<file path="config.mk">
export PLATFORM = sky130hd
export DESIGN_NAME = fsm_fieldbus_state_machine
export DESIGN_NICKNAME = d
export VERILOG_FILES = /design/src/shared/fsm_pkg.sv /design/src/design/fsm_sync.sv /design/src/design/fsm_fieldbus_state_machine.sv
export SDC_FILE = /design/constraint.sdc
export NUM_CORES = 1
export LEC_CHECK = 0
export BUFFER_PORTS_ARGS = -buffer_cell sky130_fd_sc_hd__buf_2
export CORE_AREA = 2 2 39 41
export CTS_CLUSTER_SIZE = 10
export DETAILED_ROUTE_END_ITERATION = 7
export DIE_AREA = 0 0 41 43
export PLACE_DENSITY = 0.72
export SLEW_MARGIN = 20
export SYNTH_ARGS = -nofsm -noshare
export SYNTH_HDL_FRONTEND = slang
export SYNTH_SLANG_ARGS = --single-unit
</file>
<file path="constraint.sdc">
create_clock -name sys_clk_in -period 3.95 [get_ports sys_clk_in]
set_input_delay 0.1975 -clock sys_clk_in [delete_from_list [all_inputs] [get_ports sys_clk_in]]
set_output_delay 0.1975 -clock sys_clk_in [all_outputs]
set_load 0.005 [all_outputs]
</file>
<file path="src/shared/fsm_pkg.sv">
`default_nettype none
package fsm_pkg;

  typedef enum logic [1:0] {
    FSM_INIT,
    FSM_PREOP,
    FSM_SAFEOP,
    FSM_OP
  } fsm_state_t;

  localparam int unsigned FSM_STATE_W   = 2;
  localparam logic [1:0]  FSM_RESET_ST  = 2'h0;
  localparam int unsigned FSM_VAR_MAPS  = 1;
  localparam int unsigned FSM_FIX_MAPS  = 6;
  localparam int unsigned FSM_MAP_SEL_W = 3;
  localparam logic [2:0]  FSM_MAP_VAR   = 3'h0;
  localparam logic [2:0]  FSM_MAP_LAST  = 3'h6;

endpackage : fsm_pkg
`default_nettype wire

</file>
<file path="src/design/fsm_sync.sv">
`timescale 1ns/10ps
`default_nettype none
module fsm_sync #(
  parameter int unsigned WIDTH = 1
) (
  input  wire logic             sys_clk_in,
  input  wire logic             arst_n_in,
  input  wire logic             clk_en_in,
  input  wire logic [WIDTH-1:0] async_in,
  output var  logic [WIDTH-1:0] sync_out
);

  logic [WIDTH-1:0] meta_ff;

  // Two-stage synchroniser; the first stage feeds only the second.
  always_ff @(posedge sys_clk_in or negedge arst_n_in) begin
    if (!arst_n_in) begin
      meta_ff  <= '0;
      sync_out <= '0;
    end else if (clk_en_in) begin
      meta_ff  <= async_in;
      sync_out <= meta_ff;
    end
  end

endmodule // fsm_sync
`default_nettype wire

</file>
<file path="src/design/fsm_fieldbus_state_machine.sv">
`timescale 1ns/10ps
`default_nettype none
module fsm_fieldbus_state_machine
  import fsm_pkg::*;
#(
  parameter int unsigned FIX_MAPS = FSM_FIX_MAPS
) (
  input  wire logic                           sys_clk_in,
  input  wire logic                           arst_n_in,
  input  wire logic                           clk_en_in,
  input  wire logic                           req_valid_in,
  input  wire fsm_pkg::fsm_state_t            req_state_in,
  input  wire logic                           prep_done_in,
  input  wire logic                           cycle_tick_in,
  input  wire logic                           sdo_req_in,
  input  wire logic [fsm_pkg::FSM_MAP_SEL_W-1:0] rpdo_map_sel_in,
  input  wire logic [fsm_pkg::FSM_MAP_SEL_W-1:0] tpdo_map_sel_in,
  output fsm_pkg::fsm_state_t                 state_out,
  output logic                                sdo_enable_out,
  output logic                                sdo_grant_out,
  output logic                                tpdo_strobe_out,
  output logic                                rpdo_strobe_out,
  output logic                                outputs_valid_out,
  output logic                                refused_out,
  output logic                                map_err_out
);

  import fsm_pkg::*;

  fsm_state_t state_ff;
  fsm_state_t nxt_state;
  logic       nxt_refused;
  logic       prep_sync;
  logic       sdo_allow;
  logic       tpdo_allow;
  logic       rpdo_allow;
  logic       map_ok;

  ////////////////////////////////////////////////////////////////////////////////
  // The preparation flag comes from the master side and is synchronised.

  fsm_sync #(
    .WIDTH(1)
  ) u_prep_sync (
    .sys_clk_in (sys_clk_in),
    .arst_n_in  (arst_n_in),
    .clk_en_in  (clk_en_in),
    .async_in   (prep_done_in),
    .sync_out   (prep_sync)
  );

  ////////////////////////////////////////////////////////////////////////////////
  // Transition decision.

  always_comb begin
    nxt_state   = state_ff;
    nxt_refused = 1'b0;
    if (req_valid_in) begin
      if (req_state_in < state_ff) begin
        nxt_state = req_state_in;
      end else if (req_state_in == state_ff) begin
        nxt_state = state_ff;
      end else if ((req_state_in == fsm_state_t'(state_ff + 2'h1)) && prep_sync) begin
        nxt_state = req_state_in;
      end else begin
        nxt_refused = 1'b1;
      end
    end
  end

  always_ff @(posedge sys_clk_in or negedge arst_n_in) begin
    if (!arst_n_in) begin
      state_ff <= fsm_state_t'(FSM_RESET_ST);
    end else if (clk_en_in) begin
      state_ff <= nxt_state;
    end
  end

  always_ff @(posedge sys_clk_in or negedge arst_n_in) begin
    if (!arst_n_in) begin
      refused_out <= 1'b0;
    end else if (clk_en_in) begin
      refused_out <= nxt_refused;
    end
  end

  assign state_out = state_ff;

  ////////////////////////////////////////////////////////////////////////////////
  // Service gating per state.

  always_comb begin
    sdo_allow  = 1'b0;
    tpdo_allow = 1'b0;
    rpdo_allow = 1'b0;
    case (state_ff)
      FSM_INIT: begin
        sdo_allow = 1'b0;
      end
      FSM_PREOP: begin
        sdo_allow = 1'b1;
      end
      FSM_SAFEOP: begin
        sdo_allow  = 1'b1;
        tpdo_allow = 1'b1;
      end
      FSM_OP: begin
        sdo_allow  = 1'b1;
        tpdo_allow = 1'b1;
        rpdo_allow = 1'b1;
      end
      default: begin
        sdo_allow = 1'b0;
      end
    endcase
  end

  // Selector 0 is the variable mapping, 1..FIX_MAPS the fixed ones.
  assign map_ok = (rpdo_map_sel_in <= FSM_MAP_SEL_W'(FIX_MAPS)) &&
                  (tpdo_map_sel_in <= FSM_MAP_SEL_W'(FIX_MAPS));

  always_ff @(posedge sys_clk_in or negedge arst_n_in) begin
    if (!arst_n_in) begin
      sdo_enable_out    <= 1'b0;
      outputs_valid_out <= 1'b0;
      map_err_out       <= 1'b0;
    end else if (clk_en_in) begin
      sdo_enable_out    <= sdo_allow;
      outputs_valid_out <= rpdo_allow && map_ok;
      map_err_out       <= !map_ok;
    end
  end

  // Process data moves once per cycle tick; SDO is answered on demand.
  always_ff @(posedge sys_clk_in or negedge arst_n_in) begin
    if (!arst_n_in) begin
      tpdo_strobe_out <= 1'b0;
      rpdo_strobe_out <= 1'b0;
      sdo_grant_out   <= 1'b0;
    end else if (clk_en_in) begin
      tpdo_strobe_out <= cycle_tick_in && tpdo_allow && map_ok;
      rpdo_strobe_out <= cycle_tick_in && rpdo_allow && map_ok;
      sdo_grant_out   <= sdo_req_in && sdo_allow;
    end
  end
endmodule // fsm_fieldbus_state_machine
`default_nettype wire

</file>
# --- Word level (Yosys, flattened, before mapping) ---
# Cells that the tools add are included.
word_totals:
  reg_bits: 11
  input_bits: 15
  output_inout_bits: 9
  wordCells: 44
classes:
  addsub: 1
  order_cmp: 3
  eq_ne: 6
  n_mux: 10
  n_reduce_logical: 14
op_table:
  columns: ["cell", "count"]
  rows:
  - ["$logic_and A1 B1 Y1", 8]
  - ["$le A3 B3 Y1 const B", 2]
  - ["$mux W1", 6]
  - ["$mux W2", 3]
  - ["$eq A2 B2 Y1", 2]
  - ["$eq A2 B2 Y1 const B", 2]
  - ["$reduce_and A4 Y1", 1]
  - ["$reduce_or A3 Y1", 1]
  - ["$add A2 B1 Y2 const B", 1]
  - ["$eq A2 B1 Y1 const B", 1]
  - ["$logic_not A2 Y1", 1]
  - ["$lt A2 B2 Y1", 1]
  - ["$ne A2 B2 Y1 const B", 1]
  - ["$pmux W1 S2", 1]
  - ["$reduce_bool A2 Y1", 1]
  - ["$reduce_or A2 Y1", 1]
  - ["$logic_not A1 Y1", 1]

# --- Longest topological paths before layout ---
depth:
  depth_word: 7
  depth_mapped: 6
  ltp_nobuf: 6

# --- Cells and area by module ---
# A second synthesis with hierarchy kept.
unflattened:
  cells_unflattened: 51
  area_unflattened_um2: 560.5
by_module_without_submodules:
  columns: ["module", "n_inst", "cells_each", "area_each_um2", "seq_area_each_um2"]
  rows:
  - ["fsm_fieldbus_state_machine", 1, 47, 488.0, 225.2]
  - ["fsm_sync", 1, 4, 72.6, 50.0]

# --- Least setup slack after synthesis ---
# Ideal clock, no wire load.
synth_path:
  path_kind: "reg2reg"
  start: "reg state_ff[0], in the netlist state_out[0]"
  end: "reg state_ff[1], in the netlist state_out[1]"
  setup_time_ns: 0.125
  arrival_ns: 1.582
  required_ns: 3.825
  path_slack_ns: 2.243
  path_stages_with_launch: 7
  path_buffers: 0
  period_less_slack_ns: 1.707
  cell_sequence: "dfrtp_1 > inv_1 > ha_1 > xor2_1 > o32ai_2 > nand3_2 > mux2_4"
synth_between:
  elab_chain_len: 5
  word_cells_on_any_way: 9
  cone_classes: "add/sub: 1; order compare: 1; eq/ne: 3; mux: 1; reduce/logical: 3"
synth_rtl:
  columns: ["item", "line_no", "text"]
  rows:
  - ["from (decl)", "fsm_fieldbus_state_machine.sv:30", "fsm_state_t state_ff;"]
  - ["from (signal assigned)", "fsm_fieldbus_state_machine.sv:73", "state_ff <= fsm_state_t'(FSM_RESET_ST);"]
  - ["from (signal assigned)", "fsm_fieldbus_state_machine.sv:75", "state_ff <= nxt_state;"]
  - ["$add A2 B1 Y2", "fsm_fieldbus_state_machine.sv:63", "end else if ((req_state_in == fsm_state_t'(state_ff + 2'h1)) && prep_sync) begin"]
  - ["$eq A2 B2 Y1", "fsm_fieldbus_state_machine.sv:63", null]
  - ["$logic_and A1 B1 Y1", "fsm_fieldbus_state_machine.sv:63", null]
  - ["$reduce_bool A2 Y1 (no line)", null, null]
  - ["$reduce_and A4 Y1 (no line)", null, null]
# Parallel ways exist; a longest one is shown, timed or not.
# A chain may end at the register's enable or synchronous reset.

# --- Worst setup path in the final report ---
# Ends and elaborated chain as after synthesis.

==> metrics.md <==
| Metric | Value |
|---|---|
| Die area | `0.00176 mm^2` |
| Synth unique cells | `17` |
| Most frequent cells in the layout | `buf_2 (23), inv_1 (11), dfrtp_1 (11)` |
| Highest cell delay on the worst timing path | `0.40 ns` |
| Max-slew violation count | `0` |
| CP Launch Type | `flop` |
| Worst hold path class | `input port to flop` |
| CP bufs+invs | `1` |
| Sequential share of power | `0.404` |
| Pint | `273 uW` |
| P per Cell Area | `575 mW/mm^2` |
| Ys Warns | `0` |
| Crit-path leading delay family | `flip-flops` |
| Final Setup Violations | `0` |
| # rows | `14` |
| Syn_area_per_cell | `10.7 um^2` |
| Core ar. | `0.00138 mm^2` |
| Synthesis-stage register bit count | `11` |
| Final net count | `100` |
| Root Buffer | `clkbuf_4` |
| CTS tree | `built` |
| CP Data Required Time | `4.11 ns` |
| Crit-path slowest cell | `dfrtp_1` |
| Top post-synthesis cells by area | `dfrtp_1 (49%), ha_1 (11%), inv_1 (7.4%)` |
| Fill count | `129` |
| Logic pwr share | `0.409` |
| CP max FO | `4` |
| Critical Path Sink Type | `flop` |
| Final ANT Viol Nets | `0` |
| H-Tree Level Count | `1` |
| Gr usage total | `0.152` |
| Max Root-Sink Buffers | `2` |
| CTS buffer count | `3` |
| Max VDD drop | `259 uV` |
| Area delta synth->final | `30.1%` |
| Crit Path Category | `flop to flop` |
| Unrepaired setup endpoints after global routing | `no` |
| Initial Util | `0.402` |
| Initial DRC count | `1` |
| Clock share of power | `0.187` |
| Routed len/inst | `11.1 um` |
| Final WL | `1050 um` |
| IO Count | `24` |
| GPL Wtd Cong | `0.829` |
| Commonest non-fill, non-tap cell in the layout | `buf_2` |
| Clock skew | `0.000646 ns` |
| Die Wd | `41 um` |
| Router iterations before antenna repair | `2` |
| Initial antenna violation count | `0` |
| Switching Power | `144 uW` |
| Sequential fraction of the synthesis area | `0.494` |
| First-pass GRT wire length | `1740 um` |
| Net Sw Frac | `0.346` |
| Total number of vias | `448` |
| Grt ovf | `0` |
| Die Ht | `43 um` |
| Post-CTS Repair Setup Buffers | `0` |
| Pin count of the biggest net entering global routing | `15` |
| Clk sinks | `11` |
| Clock Latency Late Sink | `0.26 ns` |
| Max-cap violation count | `0` |
| Number of remaining DRC errors | `0` |
| Clk slew on worst S/H paths | `0.07 ns` |
| Status | `complete, no violations` |
| Final hold violations | `0` |
| CP cell instances | `inv_1 > ha_1 > xor2_1 > o32ai_2 > nand3_2 > mux2_4` |
| Input/output buffers | `23` |
| Leakage | `0.000394 uW` |
| Layout cells sized above 1 | `0.380` |
| ANT cells | `0` |
| Post-Syn Nets | `72` |
| Pwr Total | `416 uW` |
| PostCTS Resize Cnt | `0` |
| Post-synthesis cell count | `52` |
| CP arrival | `1.94 ns` |
| Tmin final | `1.79 ns` |
| Routed vias/inst | `4.72` |
| Final HPWL DP | `829 um` |
| Measured slew at the worst slew-check pin | `0.261 ns` |
| Vias in the first global route | `456` |
| Setup TNS | `0 ns` |
| Top cell type's share of synthesized area | `0.494` |
| Netlist Area Pre-Place | `557 um^2` |
| Cts hold-fix bufs | `1` |
| F_max | `560 MHz` |
| Period utilization | `0.452` |
| Cell taking the most area after synthesis | `dfrtp_1` |
| Worst slew margin | `0.826` |
[sequential cells by signal, indices dropped and copies added (netlist names)]
| register | cells |
|---|---|
| map_err_out | 1 |
| outputs_valid_out | 1 |
| refused_out | 1 |
| rpdo_strobe_out | 1 |
| sdo_enable_out | 1 |
| sdo_grant_out | 1 |
| state_out | 2 |
| tpdo_strobe_out | 1 |
| u_prep_sync.meta_ff | 1 |
| u_prep_sync.sync_out | 1 |
[per-stage QoR]
step | std cells | util | hold slack [ns] | setup slack, ns | instance area, um^2
6_report | 95 | 0.524 | 0.161 | 2.16 | 724
5_1_grt | 95 | 0.524 | 0.158 | 2.06 | 724
4_1_cts | 95 | 0.524 | 0.155 | 2.16 | 724
3_5_place_dp | 90 | 0.497 | 0.0791 | 2.17 | 688
3_3_place_gp | 90 | 0.497 | 0.0758 | 2.22 | 688
2_1_floorplan | 52 | - | -0.0981 | 2.24 | 557
[power by group through the flow]
stage          Clock (uW)  Sequential [uW]  Combinational [uW]
2_1_floorplan           0              172                 109
3_3_place_gp            0              169                 171
4_1_cts              79.5              168                 174
5_1_grt              87.2              174                 192
3_5_place_dp            0              171                 173
6_report             78.0              168                 170
[cell families after synthesis]
| kind of cell | after synthesis | synth area share |
|---|---|---|
| buffers and inverters | 12 | 0.0809 |
| flip-flops | 11 | 0.494 |
| AND/OR/NAND/NOR | 10 | 0.0989 |
| AO/OA/AOI/OAI | 9 | 0.115 |
| adder cells (fa/ha/maj) | 5 | 0.112 |
| multiplexers | 4 | 0.0831 |
| XOR/XNOR | 1 | 0.0157 |
[routing by layer]
layer	share of wire	track usage
met5	0	0
met4	0.020	0.120
met1	0.43	0.149
met2	0.50	0.253
met3	0.055	0.0314
[cells in the mapped netlist]
master / n
dfrtp_1: 11
inv_1: 11
ha_1: 5
nand3_1: 4
o22ai_1: 4
nand2_1: 3
o21ai_0: 3
mux2i_1: 2
clkbuf_1: 1
mux2_2: 1
mux2_4: 1
nand3_2: 1
nand3b_1: 1
nor2b_1: 1
o21a_1: 1
o32ai_2: 1
xor2_1: 1
[path summary, 6_finish.rpt]
kind / start / to / slack (ns) / depth (start not counted)
max reg2reg: state_out[0] / state_out[1] / 2.16 / 6
min in group asynchronous: arst_n_in / map_err_out / 0.34 / 2
max: state_out[0] / state_out[1] / 2.16 / 6
max in group asynchronous: arst_n_in / u_prep_sync.meta_ff / 3.41 / 2
min reg2reg: map_err_out / map_err_out / 0.47 / 1
min: prep_done_in / u_prep_sync.meta_ff / 0.16 / 2
[cell type report]
type	instances	area [um^2]	share of cell area
flip-flops and latches	11	275	0.380
repair buffers	24	125	0.173
inverters	11	41.3	0.0570
multi-input cells	29	236	0.326
clock buffers	4	26.3	0.0363
well taps	16	20.0	0.0276
[worst register-to-register path: stages, from the launching register on]
cell     delay [ns]
dfrtp_1        0.40
inv_1          0.10
ha_1           0.31
xor2_1         0.17
o32ai_2        0.25
nand3_2        0.14
mux2_4         0.31
No activity file was read; power rests on OpenSTA's default activity.
